### src/include/pawb_defs.svh
// Constants for the peripheral access wait bridge
`ifndef PAWB_DEFS_SVH
`define PAWB_DEFS_SVH
`define PAWB_WCFG_RST     8'h77
`define PAWB_BASE_CLKS    8'h03
`define PAWB_J_ADD        8'h02
`define PAWB_K_NONE       8'h00
`define PAWB_K_READ       8'h01
`define PAWB_K_CONT       8'h03
`define PAWB_K_WDT        8'h03
`define PAWB_K_RTB        8'h01
`define PAWB_I_HI         7
`define PAWB_I_LO         4
`define PAWB_J_HI         3
`define PAWB_J_LO         0
`define PAWB_WDT_STOP_BIT 7
`define PAWB_CNT_ONE      8'h01
`define PAWB_CNT_TWO      8'h02
`define PAWB_CNT_ZERO     8'h00
`define PAWB_BYTE_ZERO    8'h00
`define PAWB_SYNC_ZERO    3'h0
`endif

### src/include/pawb_pkg.sv
// Types for the peripheral access wait bridge
package pawb_pkg;
   // Class of the peripheral register addressed
   typedef enum logic [2:0] {
      PAWB_OTHER,
      PAWB_TP_CNT,
      PAWB_TP_CMP,
      PAWB_TQ_CNT,
      PAWB_TQ_CMP,
      PAWB_WDT_MODE,
      PAWB_RT_BUF,
      PAWB_WAIT_CFG
   } pawb_class_e;
   typedef logic [7:0] pawb_cnt_t;
endpackage

### src/include/pawb_wait_if.sv
// Link between the bridge control and its wait counter
interface pawb_wait_if;
   logic             load;   // Start a new count
   logic [7:0]       count;  // Cycles to wait after the load edge
   logic             done;   // Count reached zero
   logic             busy;   // Count in progress
   modport ctrl (output load, output count, input done, input busy);
   modport cnt  (input load, input count, output done, output busy);
endinterface

### src/core/pawb_bridge.sv
// Processor to peripheral bus bridge with access wait control
//
// Summary of operation
// [RQ1] Watchdog runs after reset before mode write
// [RQ2] Peripheral clock treated asynchronous, synchronized here
// [RQ3] Processor held waiting until access completes
// [RQ4] Listed registers get extra waits
// [RQ5] Clocks equal 3+i+j+(2+j)*k
// [RQ6] i upper nibble, j lower nibble
// [RQ7] Timer count and compare reads k 1/2
// [RQ8] First compare write plain, continuous k 3/4
// [RQ9] Watchdog mode write while running k 3
// [RQ10] Buffer write with output disabled k 1
// [RQ11] Processor avoids listed registers on slow clocks
// [RQ12] Prohibited listed access stalls until reset
// [RQ13] Unwaited access takes three clocks
// [RQ14] Wait config resets to 77H
// [RQ15] Other registers use base plus config waits
module pawb_bridge (
   input  wire logic              mclk,
   input  wire logic              rst,
   input  wire logic              cpu_req,
   input  wire logic              cpu_we,
   input  wire pawb_pkg::pawb_class_e cpu_class,
   input  wire logic [7:0]        cpu_wdata,
   output logic                   cpu_wait,
   output logic                   cpu_ack,
   output logic [7:0]             cpu_rdata,
   input  wire logic              pclk_in,
   input  wire logic [7:0]        per_rdata,
   output logic                   per_strobe,
   output logic                   per_we,
   output pawb_pkg::pawb_class_e  per_class,
   output logic [7:0]             per_wdata,
   input  wire logic              clk_sub_only,
   input  wire logic              clk_int_osc,
   input  wire logic              realtime_output_enable,
   output logic [7:0]             peripheral_wait_config,
   output logic                   watchdog_running,
   output logic                   stalled_forever
);
   import pawb_pkg::*;
   `include "pawb_defs.svh"

   typedef enum logic [1:0] {PAWB_IDLE, PAWB_BUSY, PAWB_STUCK} pawb_state_e;

   pawb_wait_if wif ();                // Counter link
   pawb_state_e state_r;               // Bridge state
   pawb_class_e class_r;               // Class of access in flight
   logic        we_r;                  // Direction of access in flight
   logic [7:0]  wdata_r;               // Write data in flight
   logic [7:0]  wcfg_r;                // Wait configuration
   logic        wdt_run_r;             // Watchdog running
   logic        last_cmp_wr_r;         // Previous access was a compare write
   logic [2:0]  psync_r;               // Peripheral clock synchronizer
   logic        phase_r;               // Settled peripheral clock level
   logic [7:0]  rdata_r;               // Read data
   logic        strobe_r;              // Peripheral strobe
   logic [3:0]  wait_i;                // Upper nibble term
   logic [3:0]  wait_j;                // Lower nibble term
   pawb_cnt_t   k_val;                 // Register factor
   pawb_cnt_t   total;                 // Total clocks of the access
   logic        listed;                // Access is to a listed register (extra waits unless first compare write, stalls on slow clocks)
   logic        take;                  // Request accepted this cycle

   // Three stage sampling of the peripheral clock
   always_ff @(posedge mclk or posedge rst) begin
      if (rst) begin
         psync_r <= `PAWB_SYNC_ZERO;
      end else begin
         psync_r <= {psync_r[1:0], pclk_in}; // RQ2
      end
   end

   // Level counts once stages two and three agree
   always_ff @(posedge mclk or posedge rst) begin
      if (rst) begin
         phase_r <= 1'b0;
      end else if (psync_r[1] == psync_r[2]) begin
         phase_r <= psync_r[2]; // RQ2
      end
   end

   // Nibbles of the wait configuration
   assign wait_i = wcfg_r[`PAWB_I_HI:`PAWB_I_LO]; // RQ6
   assign wait_j = wcfg_r[`PAWB_J_HI:`PAWB_J_LO]; // RQ6

   // Factor k by register class and direction
   always_comb begin
      k_val  = `PAWB_K_NONE;
      listed = 1'b0;
      case (cpu_class)
         PAWB_TP_CNT, PAWB_TQ_CNT: begin
            // Count value reads, phase picks 1 or 2
            if (!cpu_we) begin
               listed = 1'b1;
               k_val  = `PAWB_K_READ + {7'h00, phase_r}; // RQ7
            end
         end
         PAWB_TP_CMP, PAWB_TQ_CMP: begin
            listed = 1'b1;
            if (!cpu_we) begin
               k_val = `PAWB_K_READ + {7'h00, phase_r}; // RQ7
            end else if (last_cmp_wr_r) begin
               k_val = `PAWB_K_CONT + {7'h00, phase_r}; // RQ8
            end else begin
               k_val = `PAWB_K_NONE; // RQ8
            end
         end
         PAWB_WDT_MODE: begin
            // Only while the watchdog runs
            if (cpu_we && wdt_run_r) begin
               listed = 1'b1;
               k_val  = `PAWB_K_WDT; // RQ9
            end
         end
         PAWB_RT_BUF: begin
            // Only while real time output is disabled
            if (cpu_we && !realtime_output_enable) begin
               listed = 1'b1;
               k_val  = `PAWB_K_RTB; // RQ10
            end
         end
         default: begin
            k_val  = `PAWB_K_NONE; // RQ15
            listed = 1'b0;
         end
      endcase
   end

   // Total access clocks from the formula
   assign total = `PAWB_BASE_CLKS + {4'h0, wait_i} + {4'h0, wait_j}
                + 8'((`PAWB_J_ADD + {4'h0, wait_j}) * k_val); // RQ5 RQ4 RQ13

   assign take = (state_r == PAWB_IDLE) && cpu_req;

   // Counter runs for all clocks but request and ack cycles
   assign wif.load  = take && !(listed && (clk_sub_only || clk_int_osc));
   assign wif.count = total - `PAWB_CNT_TWO;

   pawb_wait_timer u_timer (
      .mclk (mclk),
      .rst  (rst),
      .wif  (wif)
   );

   // Bridge state machine
   always_ff @(posedge mclk or posedge rst) begin
      if (rst) begin
         state_r <= PAWB_IDLE;
      end else begin
         case (state_r)
            PAWB_IDLE: begin
               if (take && listed && (clk_sub_only || clk_int_osc)) begin
                  state_r <= PAWB_STUCK; // RQ12
               end else if (take) begin
                  state_r <= PAWB_BUSY;
               end
            end
            PAWB_BUSY: begin
               if (wif.done) begin
                  state_r <= PAWB_IDLE;
               end
            end
            PAWB_STUCK: begin
               state_r <= PAWB_STUCK; // RQ12
            end
            default: begin
               state_r <= PAWB_IDLE;
            end
         endcase
      end
   end

   // Capture the access in flight
   always_ff @(posedge mclk or posedge rst) begin
      if (rst) begin
         class_r <= PAWB_OTHER;
         we_r    <= 1'b0;
         wdata_r <= `PAWB_BYTE_ZERO;
      end else if (take) begin
         class_r <= cpu_class;
         we_r    <= cpu_we;
         wdata_r <= cpu_wdata;
      end
   end

   // Continuous compare write tracking
   always_ff @(posedge mclk or posedge rst) begin
      if (rst) begin
         last_cmp_wr_r <= 1'b0;
      end else if (take) begin
         last_cmp_wr_r <= cpu_we && (cpu_class == PAWB_TP_CMP || cpu_class == PAWB_TQ_CMP); // RQ8
      end
   end

   // Wait configuration register
   always_ff @(posedge mclk or posedge rst) begin
      if (rst) begin
         wcfg_r <= `PAWB_WCFG_RST; // RQ14
      end else if (cpu_ack && we_r && class_r == PAWB_WAIT_CFG) begin
         wcfg_r <= wdata_r;
      end
   end

   // Watchdog runs from reset until a stop write
   always_ff @(posedge mclk or posedge rst) begin
      if (rst) begin
         wdt_run_r <= 1'b1; // RQ1
      end else if (cpu_ack && we_r && class_r == PAWB_WDT_MODE) begin
         wdt_run_r <= !wdata_r[`PAWB_WDT_STOP_BIT];
      end
   end

   // Peripheral side strobe one cycle after completion, read data at completion
   always_ff @(posedge mclk or posedge rst) begin
      if (rst) begin
         strobe_r <= 1'b0;
         rdata_r  <= `PAWB_BYTE_ZERO;
      end else begin
         strobe_r <= cpu_ack;
         if (cpu_ack && !we_r) begin
            rdata_r <= per_rdata;
         end
      end
   end

   // Processor handshake
   assign cpu_ack  = (state_r == PAWB_BUSY) && wif.done;
   assign cpu_wait = take || (state_r == PAWB_STUCK) || ((state_r == PAWB_BUSY) && !wif.done); // RQ3

   assign cpu_rdata              = rdata_r;
   assign per_strobe             = strobe_r;
   assign per_we                 = we_r;
   assign per_class              = class_r;
   assign per_wdata              = wdata_r;
   assign peripheral_wait_config = wcfg_r;
   assign watchdog_running       = wdt_run_r;
   assign stalled_forever        = (state_r == PAWB_STUCK);
endmodule

### src/core/pawb_wait_timer.sv
// Down counter that times one stalled access
module pawb_wait_timer (
   input  wire logic mclk,
   input  wire logic rst,
   pawb_wait_if.cnt  wif
);
   import pawb_pkg::*;
   `include "pawb_defs.svh"

   pawb_cnt_t cnt_r;   // Remaining cycles
   logic      busy_r;  // Counting

   // Load on request, count down, stop at zero
   always_ff @(posedge mclk or posedge rst) begin
      if (rst) begin
         cnt_r  <= `PAWB_CNT_ZERO;
         busy_r <= 1'b0;
      end else if (wif.load) begin
         cnt_r  <= wif.count;
         busy_r <= 1'b1;
      end else if (busy_r && cnt_r != `PAWB_CNT_ZERO) begin
         cnt_r  <= cnt_r - `PAWB_CNT_ONE;
      end else begin
         busy_r <= 1'b0;
      end
   end

   // Done in the last counted cycle
   assign wif.done = busy_r && (cnt_r == `PAWB_CNT_ZERO);
   assign wif.busy = busy_r;
endmodule

### config.mk
export PLATFORM = sky130hd
export DESIGN_NAME = pawb_bridge
export DESIGN_NICKNAME = d
export VERILOG_FILES = /design/src/include/pawb_pkg.sv /design/src/include/pawb_wait_if.sv /design/src/core/pawb_bridge.sv /design/src/core/pawb_wait_timer.sv
export VERILOG_INCLUDE_DIRS = /design/src /design/src/include
export SDC_FILE = /design/constraint.sdc
export NUM_CORES = 1
export LEC_CHECK = 0
export ABC_AREA = 1
export BUFFER_PORTS_ARGS = -buffer_cell sky130_fd_sc_hd__buf_4
export CAP_MARGIN = 0
export CELL_PAD_IN_SITES_DETAIL_PLACEMENT = 1
export CELL_PAD_IN_SITES_GLOBAL_PLACEMENT = 2
export CORE_UTILIZATION = 34
export DETAILED_ROUTE_END_ITERATION = 8
export PLACE_DENSITY = 0.91
export RECOVER_POWER = 50
export SKIP_LAST_GASP = 1
export SYNTH_ARGS = -nofsm -noshare
export SYNTH_HDL_FRONTEND = slang
export SYNTH_SLANG_ARGS = --single-unit
### constraint.sdc
create_clock -name mclk -period 5.57 [get_ports mclk]
set_input_delay 0.8355 -clock mclk [delete_from_list [all_inputs] [get_ports mclk]]
set_output_delay 0.8355 -clock mclk [all_outputs]
set_load 0.1 [all_outputs]
; ---- Word level (Yosys, flattened, before mapping)
; Cells that the tools add are included.
; Widths: inputs -> output; s select.
[classes]
n_addsub = 8
multipliers = 1
eq_ne = 14
muxes = 18
n_reduce_logical = 32
[ops]
columns = cell, n
row1 = $pmux 8 s4, 1
row2 = $logic_and 1x1->1, 16
row3 = $mux 8, 2
row4 = $eq 3x3->1 const B, 5
row5 = $add 2x4->5 const A, 2
row6 = $mux 2, 5
row7 = $add 6x8->8, 1
row8 = $logic_not 8->1, 1
row9 = $mul 5x8->8, 1
row10 = $reduce_bool 8->1, 1
row11 = $sub 8x1->8 const B, 1
row12 = $sub 8x2->8 const B, 1
row13 = $add 5x4->6, 1
row14 = $eq 3x2->1 const B, 2
row15 = $mux 1, 6
row16 = $mux 3, 2
row17 = $pmux 2 s3, 1
row18 = $logic_not 1->1, 5
row19 = $logic_or 1x1->1, 4
row20 = $pmux 1 s4, 1
row21 = $reduce_or 2->1, 2
row22 = $add 2x1->3 const A, 1
row23 = $eq 3x1->1 const B, 1
row24 = $ne 3x2->1 const B, 1
row25 = other kinds (9), 9
[word_totals]
ff_bits = 46
in_bits = 27
out_inout_bits = 33
word_cells = 86

; ---- Longest topological paths before layout
[depth]
ltp_word = 8
mapped_depth = 22
depth_no_buf = 22

; ---- Hierarchy
; From an unflattened synthesis, not the netlist that was laid out.
[unflattened]
cells_unflattened = 357
area_unflattened_um2 = 2979.1
[by_module_without_submodules]
columns = module, instances, cells_each, area_per_inst_um2, seq_area_each_um2
row1 = pawb_bridge, 1, 272, 2296.0, 934.6
row2 = pawb_wait_timer, 1, 85, 683.2, 225.2

; ---- Worst setup path after synthesis
; Ideal clock, no wire load.
[synth_timing]
path_kind = input to register
start = input cpu_class[0]
end = register u_timer.cnt_r[7]
setup_time_ps = 117
t_arrival_ps = 4077
required_ps = 5453
path_slack_ps = 1376
path_stages = 22
path_buffers = 0
path_cell_list = nor2_1 -> nand2_1 -> nand2_1 -> inv_1 -> nor3b_1 -> nor2_1 -> inv_1 -> nand2_1 -> fa_1 -> inv_1 -> fa_1 -> inv_1 -> fa_1 -> inv_1 -> fa_1 -> nand3_1 -> nand2_1 -> nand2_1 -> nand2_1 -> xor2_1 -> nand3_1 -> nand2_1
[synth_via]
elab_chain_cells = 7
word_cells_on_any_way = 18
cone_classes = add/sub (2) / mul (1) / eq/ne (6) / mux (3) / reduce/logical (6)
[synth_rtl]
columns = element, line
row1 = "start, declared", pawb_bridge.sv:24  ; input wire pawb_pkg::pawb_class_e cpu_class,
row2 = "$eq 3x2->1, or another cell as far along", pawb_bridge.sv:92  ; case (cpu_class)
row3 = $reduce_or 2->1, pawb_bridge.sv:92
row4 = $pmux 8 s4 or $pmux 1 s4 (tied branches), pawb_bridge.sv:92
row5 = $mul 5x8->8 or $logic_and 1x1->1 (tied branches), "pawb_bridge.sv:133, pawb_bridge.sv:138"
row6 = $add 6x8->8 (no source line) or $logic_not 1->1 (tied branches), -
row7 = $sub 8x2->8 (no source line) or $logic_and 1x1->1 (tied branches), -
row8 = $mux 8 or $reduce_bool 2->1 (tied branches), -
row9 = "end signal, assigned", pawb_wait_timer.sv:16  ; cnt_r <= `PAWB_CNT_ZERO;
row10 = "end signal, assigned", pawb_wait_timer.sv:19  ; cnt_r <= wif.count;
row11 = "end signal, assigned", pawb_wait_timer.sv:22  ; cnt_r <= cnt_r - `PAWB_CNT_ONE;
row12 = "end, declared", pawb_wait_timer.sv:10  ; pawb_cnt_t cnt_r;
; Parallel ways exist; a longest one is shown, timed or not.
; A chain may end at the register's enable or synchronous reset.

; ---- Worst setup path after layout
[layout_timing]
start = input cpu_class[1]
end = register u_timer.cnt_r[7]
; Same word-level chain as after synthesis.

==> results.txt <==
In the global route stage, overall resource usage came out at 0.173. The met3 capacity usage during global routing came out at 0.0299. The number of clock sinks seen by CTS came out at 46. The run finished, with violations left.

The number of diodes added for antenna fixing came out at 0. The cell sitting at the root of the clock tree is a sky130_fd_sc_hd__clkbuf_8. The post-synth design cell area came out at 0.00286 mm2. The number of pins exceeding their max-slew limit in the final report is 47. For the pin with the worst max-slew slack, the measured transition is 1.77 ns. The fraction of met2 tracks used by global routing came out at 0.309. The fraction of the cycle the final worst path needs is 0.777.

The unique cell type count in the Yosys netlist is 34. The number of DRC violations after detailed routing is 0. The clock passes through at most 2 buffers. The data required time at the worst endpoint is 5.77 ns. The initial antenna violation count was 0. The H-tree depth reported by CTS came out at 2.

The worst clock skew came out at 0.00720 ns. The initial standard-cell utilization of the core came out at 0.350. The TritonCTS clock tree is done. Derived from the worst setup path, the maximum achievable clock frequency is 0.231 GHz. The sequential share of power is 0.286. Of the total power, combinational logic draws 0.575. The post-cts resize count is 0. For this run, the number of Yosys warnings is 0. The row count is 33. In the final routed layout, each cell accounts on average for 13.1 um. The die footprint came out at 0.00879 mm2. STA classifies the critical path startpoint as an input port. In this run the worst hold path is classified as register to register. Clock-pin slew was measured on the worst setup and hold paths at 0.09 ns. Summing all placed instances gives a cell area of 0.00340 mm2.

The worst voltage drop across the vdd grid is 374 uV. The later pin in the worst-skew pair is clocked with a latency of 0.30 ns. The headroom to the max-slew limit came out at -0.183. The core box area came out at 0.00818 mm2.

The fraction of synthesized cell area in xor and xnor cells came out at 0.0245. The number of top-level pins came out at 60. The number of buffers created by CTS came out at 5. The average footprint of a synthesized cell came out at 8.23 um2. After detailed routing, the number of vias per cell comes to 4.72. The congestion estimate from routability-driven global placement came to 0.974.

Setup repair after global routing left no endpoint under its margin. The max capacitance violation total came out at 1. The element type at the critical path end is a register. The routed via count came out at 2429. The setup TNS is 0 ns. The flip-flop and latch count after synthesis is 46. The post-synthesis share of cell area spent on and, or, nand and nor gates came out at 0.286. The minimum period implied by the final worst setup slack came out at 4.33 ns. The total of endpoints with negative setup slack in the final report is 0.

The layer flagged by global routing as most heavily used is met2. The fraction of power spent switching nets came out at 0.561. The critical path in this run is classified as input port to register. The via count of the first global-routing pass is 2543. By area, the combinational part of the netlist is dominated by simple AND/OR/NAND/NOR gates.

The checks that failed: capacitance limit, slew limit. Summed over all nets, the switching power comes to 1.06 mW. The final design instance area without fill is 0.00348 mm2.

For this design, the CTS-stage hold fixing added 0 buffers. The remaining antenna violation count after routing came out at 0. The final layout contains routed wiring with a total length of 6770 um. After global routing the overflow that remains totals 0. The power per standard cell area is 545 mW/mm2. The internal cell power came out at 831 uW.

The wire length of the first global-routing pass came out at 11800 um. The net total in the final layout came out at 463. During placement, the flow inserted port buffers numbering 59. The post-detailed-placement half-perimeter wirelength is 5440 um. Of the total synthesized cell area, the portion taken by full adders, half adders and majority gates is 0.150. The critical-path maximum fanout came out at 4. The critical path data arrival time is 4.53 ns. The layout cell share with drive strength beyond 1 came out at 0.207. The leakage power is 1.90 nW.

The first TritonRoute pass finished after 4 iterations. The gate count of the mapped netlist came out at 348. The number of DRC violations after detailed-routing iteration 0 is 46.

Entering global routing, the biggest net connects 47 pins. The routing usage on met1 came out at 0.206. The multiplexer fraction of the synthesized cell area is 0. The compound-cell area share of the yosys netlist came out at 0.0472. The overall die height came out at 93.8 um.

The chip width came out at 93.8 um. Synthesis produced a netlist with a net count of 402. The setup fix buffers added after clock tree synthesis is 0. The number of hold-slack violations in the final timing report came out at 0. The area growth from synthesis to layout is 21.4%. The sequential share of the synthesized area came out at 0.405. The portion of total power attributed to the clock network is 0.139.
## synthesized netlist by cell type, drive strengths merged
cell type	instances	area [um2]
a21o	1	8.76
a21oi	4	20.0
buf	4	35.0
clkbuf	1	3.75
clkinv	1	3.75
dfrtp	39	976
dfstp	7	184
fa	11	220
ha	16	200
inv	55	206
maj3	1	10.0
nand2	106	425
nand3	36	193
nand3b	1	7.51
nand4	2	12.5
nor2	29	140
nor3	4	20.0
nor3b	1	7.51
o21ai	17	92.6
o21bai	1	7.51
o22ai	1	6.26
or2	2	12.5
xnor2	3	26.3
xor2	5	43.8
## worst max-delay path, stage by stage
cell and delay (ns):
sky130_fd_sc_hd__buf_4 0.12, sky130_fd_sc_hd__inv_1 0.07, sky130_fd_sc_hd__nand3_1 0.09, sky130_fd_sc_hd__nor2_2 0.18
sky130_fd_sc_hd__nor2_1 0.10, sky130_fd_sc_hd__o21ai_0 0.11, sky130_fd_sc_hd__nor2_1 0.11, sky130_fd_sc_hd__inv_1 0.14
sky130_fd_sc_hd__nand2_1 0.08, sky130_fd_sc_hd__fa_1 0.48, sky130_fd_sc_hd__inv_1 0.06, sky130_fd_sc_hd__fa_1 0.51
sky130_fd_sc_hd__inv_1 0.05, sky130_fd_sc_hd__fa_1 0.50, sky130_fd_sc_hd__inv_1 0.07, sky130_fd_sc_hd__fa_1 0.46
sky130_fd_sc_hd__nand3_1 0.10, sky130_fd_sc_hd__nand2_1 0.08, sky130_fd_sc_hd__nand2_1 0.07, sky130_fd_sc_hd__nand2_1 0.05
sky130_fd_sc_hd__xor2_1 0.14, sky130_fd_sc_hd__nand3_1 0.06, sky130_fd_sc_hd__nand2_1 0.05
## registers in the layout, indices dropped and copies added (netlist names)
register	flops
u_timer.wif.busy	1
psync_r	3
watchdog_running	1
state_r	2
per_wdata	8
u_timer.cnt_r	8
peripheral_wait_config	8
per_we	1
last_cmp_wr_r	1
per_class	3
per_strobe	1
phase_r	1
cpu_rdata	8
## power groups by stage
stage	combinational [mW]	clock (mW)	sequential, mW
after floorplan	0.368	0	1.05
after global placement	1.09	0	0.544
after detailed placement	1.11	0	0.551
after CTS	1.11	0.272	0.546
after global routing	1.17	0.285	0.559
final	1.09	0.263	0.542
## through the flow
stage	power [mW]	hold WS [ns]	setup slack (ns)	instances	utilization
after global routing	2.02	0.371	0.904	515	0.425
after CTS	1.93	0.360	1.23	515	0.430
after floorplan	1.42	0.331	1.38	348	-
final	1.89	0.356	1.24	515	0.425
after detailed placement	1.66	0.340	0.891	507	0.416
after global placement	1.63	0.335	1.08	507	0.416
## final timing paths
check	startpoint	end	slack, ns	cells past startpoint
worst max-delay path	cpu_class[1]	u_timer.cnt_r[7]$_DFFE_PP0P_	1.24	23
worst min-delay path	psync_r[0]$_DFF_PP0_	psync_r[1]$_DFF_PP0_	0.36	0
worst max register to register	watchdog_running$_DFFE_PP1P_	u_timer.cnt_r[7]$_DFFE_PP0P_	1.45	21
worst min register to register	psync_r[0]$_DFF_PP0_	psync_r[1]$_DFF_PP0_	0.36	0
max in group asynchronous	rst	per_wdata[3]$_DFFE_PP0P_	3.44	2
min in group asynchronous	rst	cpu_rdata[3]$_DFFE_PP0P_	1.10	2
## logic make-up (layout without fill, tap and decap cells)
group	count (synthesis)	after routing
adder cells (fa/ha/maj)	28	28
flip-flops	46	46
AND/OR/NAND/NOR	181	181
AO/OA/AOI/OAI	24	24
buffers and inverters	61	123
XOR/XNOR	8	8
## routing by layer
metal | part of all wire | wire (um)
met1 | 0.44 | 2960
met2 | 0.50 | 3400
met3 | 0.034 | 233
met4 | 0.026 | 175
met5 | 0 | 0
## cell usage in the layout (no fill, tap or decap), drive strengths merged, types with 7 or more instances in the layout
cell,count
clkbuf,10
nand3,36
nand2,106
nor2,29
ha,16
inv,55
dfrtp,39
buf,56
fa,11
dfstp,7
o21ai,17
## final cells by class
cell class	instances	area (um2)
Clock inverter	1	30.0
Inverter	56	210
Fill cell	996	4700
Clock buffer	7	86.3
Sequential cell	46	1160
Timing Repair Buffer	59	443
Multi-Input combinational cell	241	1420
Tap cell	105	131
(Power assumes the default switching activity.)
